==> src/common/sidp_pkg.sv <==
// shared constants and carriers for the stepper input decode and program block
// assumes one 40 MHz clock and inputs already synchronous to it
package sidp_pkg;

	// ****************************************
	// timing
	// ****************************************
	localparam int CLK_PERIOD_PS = 25000;
	localparam int PROG_MIN_PS   = 200000;
	localparam int PROG_MIN_CYC  = (PROG_MIN_PS + CLK_PERIOD_PS - 1) / CLK_PERIOD_PS;

	// ****************************************
	// configuration register layout
	// ****************************************
	localparam int          CFG_W        = 6;
	localparam logic [5:0]  CFG_RST      = 6'h00;
	localparam int          CFG_LVL_LO   = 0;
	localparam int          CFG_LVL_HI   = 1;
	localparam int          CFG_TON_LO   = 2;
	localparam int          CFG_TON_HI   = 3;
	localparam int          CFG_HALF_BIT = 4;
	localparam int          CFG_FULL_BIT = 5;

	// ****************************************
	// decoded percentages
	// ****************************************
	localparam logic [6:0] TON_PCT_00  = 7'h4B;
	localparam logic [6:0] TON_PCT_C3  = 7'h32;
	localparam logic [6:0] TON_PCT_C2  = 7'h64;
	localparam logic [6:0] TON_PCT_OFF = 7'h00;
	localparam logic [6:0] LVL_PCT_00  = 7'h28;
	localparam logic [6:0] LVL_PCT_C0  = 7'h46;
	localparam logic [6:0] LVL_PCT_C1  = 7'h37;
	localparam logic [6:0] LVL_PCT_11  = 7'h55;

	// ****************************************
	// carriers
	// ****************************************
	typedef struct packed {
		logic [3:0] phase;
		logic       reduceSel;
		logic       loopSel;
	} sidp_in_t;

	typedef struct packed {
		logic [3:0] sinkOn;
		logic       outEnable;
		logic       reduceFlag;
		logic       openLoop;
		logic       halfFreq;
		logic [6:0] onTimePct;
		logic [6:0] levelPct;
	} sidp_ctl_t;

	typedef enum logic [2:0] {
		ST_WAIT = 3'b001,
		ST_QUAL = 3'b010,
		ST_HELD = 3'b100
	} sidp_state_t;

endpackage : sidp_pkg

==> src/verilog/sidp_top.sv <==
// input decoding and serial configuration of a unipolar stepper driver
// assumes phase and select inputs synchronous to clk, reset synchronous
`timescale 1ns/1ps
module sidp_top
	import sidp_pkg::*;
#(
	parameter int MIN_LOW_CYC = sidp_pkg::PROG_MIN_CYC
) (
	// clock and reset
	input  wire logic               clk,
	input  wire logic               sys_rst,
	// controller inputs
	input  wire sidp_pkg::sidp_in_t pins,
	// decoded drive
	output sidp_pkg::sidp_ctl_t     ctl,
	output logic [5:0]              cfgBits,
	output logic                    progMode
);
	import sidp_pkg::*;

	// the 8-bit low counter and its last-count compare serve 2..255 only
	generate
		if (MIN_LOW_CYC < 2 || MIN_LOW_CYC > 255) begin : minLowCheck
			$error("MIN_LOW_CYC out of range");
		end
	endgenerate

	// ****************************************
	// program clock qualifier
	// ****************************************
	sidp_state_t state_r;
	sidp_state_t state_nxt;
	logic [7:0]  lowCnt_r;
	logic [7:0]  lowCnt_nxt;
	logic [5:0]  drive_config_shift_r;
	logic [5:0]  cfg_nxt;
	sidp_ctl_t   ctl_r;
	sidp_ctl_t   ctl_nxt;
	logic        prog_r;

	wire allLow     = (pins.phase == 4'h0);
	wire lastCnt    = (lowCnt_r == 8'(MIN_LOW_CYC - 1));
	wire shiftPulse = (state_r == ST_QUAL) && allLow && lastCnt;
	wire serialBit  = pins.reduceSel ^ pins.loopSel;

	always_comb begin
		state_nxt  = state_r;
		lowCnt_nxt = lowCnt_r;
		case (state_r)
			ST_WAIT: begin
				if (allLow) begin
					state_nxt  = ST_QUAL;
					lowCnt_nxt = 8'h01;
				end
			end
			ST_QUAL: begin
				if (!allLow) begin
					state_nxt = ST_WAIT;
				end else if (lastCnt) begin
					state_nxt = ST_HELD;
				end else begin
					lowCnt_nxt = lowCnt_r + 8'h01;
				end
			end
			ST_HELD: begin
				if (!allLow) begin
					state_nxt = ST_WAIT;
				end
			end
			default: begin
				state_nxt = ST_WAIT;
			end
		endcase
	end

	assign cfg_nxt = shiftPulse ? {drive_config_shift_r[4:0], serialBit}
	                            : drive_config_shift_r;

	// ****************************************
	// operating decode
	// ****************************************
	wire       fullMode  = drive_config_shift_r[CFG_FULL_BIT];
	wire       openLoop  = pins.loopSel;
	wire [1:0] tonCode   = {drive_config_shift_r[CFG_TON_HI], drive_config_shift_r[CFG_TON_LO]};
	wire [1:0] lvlCode   = {drive_config_shift_r[CFG_LVL_HI], drive_config_shift_r[CFG_LVL_LO]};
	wire       tonOff    = openLoop && (tonCode == 2'b11);
	wire [3:0] fullSink  = ~pins.phase;
	// phase A steers sinks 1/2, phase B sinks 3/4; only full-step patterns result
	wire [3:0] simpSink  = {~pins.phase[1], pins.phase[1],
	                        ~pins.phase[0], pins.phase[0]};
	wire       fullBad   = (pins.phase[1:0] == 2'b00) || (pins.phase[3:2] == 2'b00);
	wire       modeEn    = fullMode ? !fullBad : pins.phase[2];
	wire       fullRed   = (&pins.phase[1:0]) || (&pins.phase[3:2]) || pins.reduceSel;
	wire       simpRed   = !openLoop && (!pins.phase[3] || pins.reduceSel);

	function automatic logic [6:0] tonPct(input logic [1:0] code);
		case (code)
			2'b00:   tonPct = TON_PCT_00;
			2'b10:   tonPct = TON_PCT_C3;
			2'b01:   tonPct = TON_PCT_C2;
			default: tonPct = TON_PCT_OFF;
		endcase
	endfunction : tonPct

	function automatic logic [6:0] lvlPct(input logic [1:0] code);
		case (code)
			2'b00:   lvlPct = LVL_PCT_00;
			2'b01:   lvlPct = LVL_PCT_C0;
			2'b10:   lvlPct = LVL_PCT_C1;
			default: lvlPct = LVL_PCT_11;
		endcase
	endfunction : lvlPct

	always_comb begin
		ctl_nxt            = '0;
		ctl_nxt.openLoop   = openLoop;
		ctl_nxt.halfFreq   = !openLoop && drive_config_shift_r[CFG_HALF_BIT];
		ctl_nxt.onTimePct  = openLoop ? tonPct(tonCode) : TON_PCT_OFF;
		ctl_nxt.levelPct   = lvlPct(lvlCode);
		ctl_nxt.reduceFlag = fullMode ? fullRed : simpRed;
		ctl_nxt.outEnable  = !allLow && modeEn && !tonOff;
		ctl_nxt.sinkOn     = ctl_nxt.outEnable ? (fullMode ? fullSink : simpSink) : 4'h0;
	end

	// ****************************************
	// registers
	// ****************************************
	always_ff @(posedge clk) begin
		if (sys_rst) begin
			state_r              <= ST_WAIT;
			lowCnt_r             <= 8'h00;
			drive_config_shift_r <= CFG_RST;
			ctl_r                <= '0;
			prog_r               <= 1'b0;
		end else begin
			state_r              <= state_nxt;
			lowCnt_r             <= lowCnt_nxt;
			drive_config_shift_r <= cfg_nxt;
			ctl_r                <= ctl_nxt;
			prog_r               <= allLow;
		end
	end

	assign ctl      = ctl_r;
	assign cfgBits  = drive_config_shift_r;
	assign progMode = prog_r;

	// ****************************************
	// assertions
	// ****************************************
	// helper: consecutive low samples seen, and a shot already spent in this gap
	logic [7:0] lowSeen_r;
	logic       gapShot_r;

	always_ff @(posedge clk) begin
		if (sys_rst) begin
			lowSeen_r <= 8'h00;
			gapShot_r <= 1'b0;
		end else begin
			lowSeen_r <= !allLow ? 8'h00 : (lowSeen_r == 8'hFF) ? lowSeen_r : lowSeen_r + 8'h01;
			gapShot_r <= shiftPulse || (gapShot_r && allLow);
		end
	end
endmodule : sidp_top
==> config.mk <==
export PLATFORM = sky130hd
export DESIGN_NAME = sidp_top
export DESIGN_NICKNAME = d
export VERILOG_FILES = /design/src/common/sidp_pkg.sv /design/src/verilog/sidp_top.sv
export SDC_FILE = /design/constraint.sdc
export NUM_CORES = 1
export LEC_CHECK = 0
export ABC_AREA = 1
export ABC_CLOCK_PERIOD_IN_PS = 1370
export BUFFER_PORTS_ARGS = -buffer_cell sky130_fd_sc_hd__buf_4
export CAP_MARGIN = 20
export CORE_MARGIN = 5
export CORE_UTILIZATION = 45
export CTS_CLUSTER_SIZE = 20
export DETAILED_ROUTE_END_ITERATION = 10
export GPL_ROUTABILITY_DRIVEN = 0
export PLACE_DENSITY = 0.73
export SYNTH_ARGS = -nofsm -noshare
export SYNTH_HDL_FRONTEND = slang
export SYNTH_SLANG_ARGS = --single-unit
==> constraint.sdc <==
create_clock -name clk -period 1.37 [get_ports clk]
set_clock_uncertainty 0.15 [all_clocks]
set_input_delay 0.2055 -clock clk [delete_from_list [all_inputs] [get_ports clk]]
set_output_delay 0.2055 -clock clk [all_outputs]
set_load 0.02 [all_outputs]
Word level (Yosys, flattened, before mapping)
Index checks and enable logic that the tools add are counted.
{ "classes": {"n_addsub": 1, "eq_ne": 14, "n_mux": 14, "n_bitwise": 6, "reduce_logical": 28} }
{ "ops": {"columns": ["operator", "n"], "rows": [
  ["case mux 7 bit (3 select lines)", 2],
  ["two-way mux 8 bit", 3],
  ["case mux 8 bit (2 select lines)", 1],
  ["two-way mux 3 bit", 4],
  ["case mux 3 bit (3 select lines)", 1],
  ["adder 8 x 1 -> 8 bit (second input constant)", 1],
  ["== test 8 x 3 -> 1 bit (second input constant)", 1],
  ["logical NOT 2 bit", 4],
  ["inequality test 2 bit (second input constant)", 4],
  ["logical AND 1 bit", 7],
  ["== test 2 bit (second input constant)", 3],
  ["logical NOT 1 bit", 5],
  ["== test 2 x 1 -> 1 bit (second input constant)", 2],
  ["logical NOT 4 bit", 1],
  ["logical OR 1 bit", 4],
  ["two-way mux 4 bit", 1],
  ["inverter 1 bit", 4],
  ["inverter 4 bit", 1],
  ["AND reduction 2 bit", 2],
  ["AND reduction 4 bit", 1],
  ["OR reduction 2 bit", 2],
  ["== test 3 x 1 -> 1 bit (second input constant)", 1],
  ["== test 3 x 2 -> 1 bit (second input constant)", 1],
  ["== test 3 bit (second input constant)", 1],
  ["5 further kinds", 6]
]} }
{ "totals": {"reg_bits": 40, "in_bits": 8, "output_inout_bits": 29, "wordCells": 74} }

Depth between registers and ports, before layout
{ "logic_depth": {"word_depth": 8, "ltp_mapped": 9, "ltp_nobuf": 9} }

Least setup slack after synthesis
No wires, ideal clock.
{ "synth_timing": {"path_kind": "register -> register", "start": "register lowCnt_r[0]", "end": "register drive_config_shift_r[2], in the netlist cfgBits[2]", "setup_time_ns": 0.121, "arrival_time_ns": 1.218, "required_time_ns": 1.099, "setup_slack_ns": -0.119, "path_stages_with_launch": 10, "n_path_buf": 1, "synth_period_minus_slack_ns": 1.489, "cell_sequence": "dfxtp_1 -> ha_1 -> nand2_1 -> clkinv_1 -> nand2_1 -> nor2_1 -> nand2_2 -> buf_6 -> o21ai_1 -> a21oi_1"} }
{ "synth_between": {"elab_chain_cells": 2} }
{ "synth_lines": {"columns": ["element", "line_no", "source"], "rows": [
  ["start, declared", "sidp_top.sv:33", "logic [7:0] lowCnt_r;"],
  ["start signal, assigned", "sidp_top.sv:137", "lowCnt_r <= lowCnt_nxt;"],
  ["== test 8 x 3 -> 1 bit", "sidp_top.sv:42", "wire lastCnt = (lowCnt_r == 8'(MIN_LOW_CYC - 1));"],
  ["logical AND 1 bit", "sidp_top.sv:43", "wire shiftPulse = (state_r == ST_QUAL) && allLow && lastCnt;"],
  ["end signal, assigned", "sidp_top.sv:138", "drive_config_shift_r <= cfg_nxt;"],
  ["end, declared", "sidp_top.sv:35", "logic [5:0] drive_config_shift_r;"]
]} }
Every way passes these cells.
A chain may end at the register's enable or synchronous reset.

Worst setup path after layout
{ "layout_timing": {"start": "register lowCnt_r[0]", "end": "register drive_config_shift_r[0], in the netlist cfgBits[0]"} }
Same word-level chain as after synthesis.

==> impl_metrics.toml <==
[place]
io_buffers = 36
hpwlAfterDp_mm = 2.81
pre_cts_slack_ns = -0.0988
place_area_um2 = 2220

[worst_setup_path]
worstPathRequired_ns = 1.40
cp_data_arrival_time_ns = 1.45
r2r_slack_ns = -0.04
r2r_cells = 8
rr_endpoint = "cfgBits[0]"
crit_chain = "ha_4, nand2_4, clkinv_4, nand2_2, nor2_4, nand2_4, o21ai_2, a21oi_1"
crit_path_start_kind = "register"
cpPeakStageDelay_ns = 0.36
regToRegStartpoint = "lowCnt_r[0]"
crit_fanout = 6
slowest_stage = "dfxtp_2"
setup.worst_path.end_class = "register"
path_common_cell = "nand2_4"
path_class = "register to register"

[finish]
layout.nets = 301
diodes = 0
final_util_pct = 68.4
fill_cells = 284
final_area_um2 = 2520
drive_above_1_share_pct = 44.3
area_delta_synth_final_pct = 46.5

[sta]
drv_slew = 0
setup_viol = 9
period_minus_slack_ns = 1.41
hold_violations = 0
period_share_pct = 103
rsz0062_at_grt = "yes"
fmax_mhz = 707
slew_headroom_pct = 80.0
tightest_slew_ns = 0.298
setup_ws_ns = -0.0436

[die]
rows = 22
fp.dieArea_um2 = 5160
dieWidth_um = 71.8
placeableCoreArea_um2 = 3690
start_util_pct = 46.6
io_pins = 37
dieHeight_um = 71.8

[job]
max-cap-violations = 0

[power]
p_leak_nw = 1.14
p_per_area_nw_per_um2 = 893
vdd_drop_max_v = 0.000603
p_total_mw = 2.25

[detailed_routing]
routedWlPerCell_um = 12.4
drc = 0
final_antenna_net_count = 0
routed_wl_mm = 4.08
viasPerCell = 4.79
drt-pass1-iter-count = 4
num_vias = 1582
drtIter0Drc = 60

[grt]
antenna_found_initial = 0
grt.overflow.total = 0
grt_pass1_vias = 1522
grt_max_degree = 13
grt_pass1_wl_mm = 6.62
track_usage_pct = 16.1

[cts]
cts_max_path_buffers = 2
clock_latency_ns = 0.29
cts_buffers = 5
h-tree-depth = 2
cts_tree = "done"
cts_root_buf = "clkbuf_8"
clock_sink_count = 38
clkTransAtPathRegs_ns = 0.07

[synthesis]
synth-edff-count = 0
postSynthAreaPerCell_um2 = 8.12
netlist_instances = 212
synth.distinct_cells = 30
yosys_warnings = 0
synth.most_common_cell = "nor2_1"
synth_area_um2 = 1720
synth-seq-area-share_pct = 44.2
netlist.area_leader.share_pct = 44.2
synth_area_leaders = "dfxtp_1 (44%), nor2_1 (8.9%), ha_1 (8.7%), inv_1 (6.1%), nand2_1 (4.8%)"
synthFlopType = "dfxtp_1"
synth_nets = 232
synthArstFlopShare_pct = 0
ys_ff_latch = 38
synth_top_cell_by_area = "dfxtp_1"
yosys-top-cells-count = "nor2_1 (41), dfxtp_1 (38), inv_1 (28)"

[worst_hold_path]
min_path_cells = 2
min_to = "lowCnt_r[1]"
hold_start = "sys_rst"
hold_path.class = "input port to register"

[status]
status = "complete, but fails checks"
violations = "negative setup slack"
critical path: cells and delay by family (launching register included):
kind,cells,cell delay [ns]
AOI/OAI and AO/OA,2,0.18
DFF,1,0.36
buffers and inverters,1,0.06
and+or+nand+nor,4,0.41
adders and majority gates,1,0.15
per-stage QoR:
stage,setup TNS (ns),hold slack (ns),instances
detailed placement,-0.645,0.311,316
finish,-0.255,0.00576,330
global placement,-0.258,0.303,316
CTS,-0.0428,0.000922,327
floorplan,-0.0957,0.159,212
global route,-1.24,0.00283,330
final cells by class:
class                           instances  area (µm²)  share of cell area [%]
Inverter                               29         114                    4.52
Clock buffer                            6        72.6                    2.88
Clock inverter                          2        37.5                    1.49
Timing Repair Buffer                   64         497                    19.7
Tap cell                               48        60.1                    2.38
Sequential cell                        38         771                    30.6
Multi-Input combinational cell        143         970                    38.5
cell usage in the layout (no fill, tap or decap), types with 2 or more instances in the layout:
| master | Yosys | final |
|---|---|---|
| a211oi_1 | 3 | 2 |
| a21oi_1 | 15 | 13 |
| a21oi_2 | 4 | 6 |
| buf_4 | 3 | 62 |
| clkbuf_8 | 0 | 5 |
| dfxtp_1 | 38 | 32 |
| dfxtp_2 | 0 | 5 |
| ha_1 | 12 | 10 |
| inv_1 | 28 | 26 |
| inv_2 | 0 | 2 |
| nand2_1 | 22 | 18 |
| nand2_2 | 6 | 8 |
| nand2_4 | 1 | 5 |
| nand2_8 | 1 | 2 |
| nand3_1 | 10 | 9 |
| nand3_2 | 2 | 2 |
| nor2_1 | 41 | 35 |
| nor2_2 | 1 | 6 |
| nor2_4 | 1 | 2 |
| nor3_1 | 2 | 2 |
| o21ai_0 | 4 | 3 |
| o21ai_1 | 5 | 2 |
| o21ai_2 | 1 | 5 |
| xor2_1 | 2 | 2 |
kinds of logic (layout without fill, tap and decap cells):
family,after synthesis,after routing,synth area share [%]
and+or+nand+nor,94,97,26.7
DFF,38,38,44.2
adders and majority gates,12,12,8.73
xor gates and xnor gates,2,2,1.02
AOI/OAI and AO/OA,32,32,10.8
buffers and inverters,34,101,8.51
timing repair:
action                     4_1_cts  5_1_grt
resized for setup               18       18
hold buffers                     0        0
setup endpoints to repair       13       18
setup buffers                    1        2
cloned                           2        1
pin swaps                        7       13
sequential cells by signal (all words and copies together) (netlist names):
name and flops:
state_r 3, ctl 20, lowCnt_r 8, cfgBits 6
progMode 1
worst max-delay path by stage:
| stage | depth (start not counted) | slack, ns | start | end |
|---|---|---|---|---|
| floorplan | 9 | -0.02 | lowCnt_r[0] | cfgBits[2] |
| global placement | 8 | -0.06 | lowCnt_r[1] | cfgBits[5] |
| CTS | 8 | -0.01 | lowCnt_r[1] | lowCnt_r[5] |
| global route | 8 | -0.13 | lowCnt_r[0] | cfgBits[3] |
| finish | 8 | -0.04 | lowCnt_r[0] | cfgBits[0] |
| detailed placement | 8 | -0.1 | lowCnt_r[1] | cfgBits[5] |
per-layer routing:
layer | routed length [µm] | track usage, %
met3 | 128 | 4.21
met1 | 1780 | 18.4
met4 | 59 | 6.26
met5 | 0 | 0
met2 | 2110 | 28.6
power breakdown:
group | internal, mW | total [mW] | switching, mW | leakage, nW
Clock | 0.543 | 0.944 | 0.400 | 0.0514
Combinational | 0.0738 | 0.177 | 0.103 | 0.776
Sequential | 1.12 | 1.13 | 0.00744 | 0.313
Power figures use the tool's default switching activity.
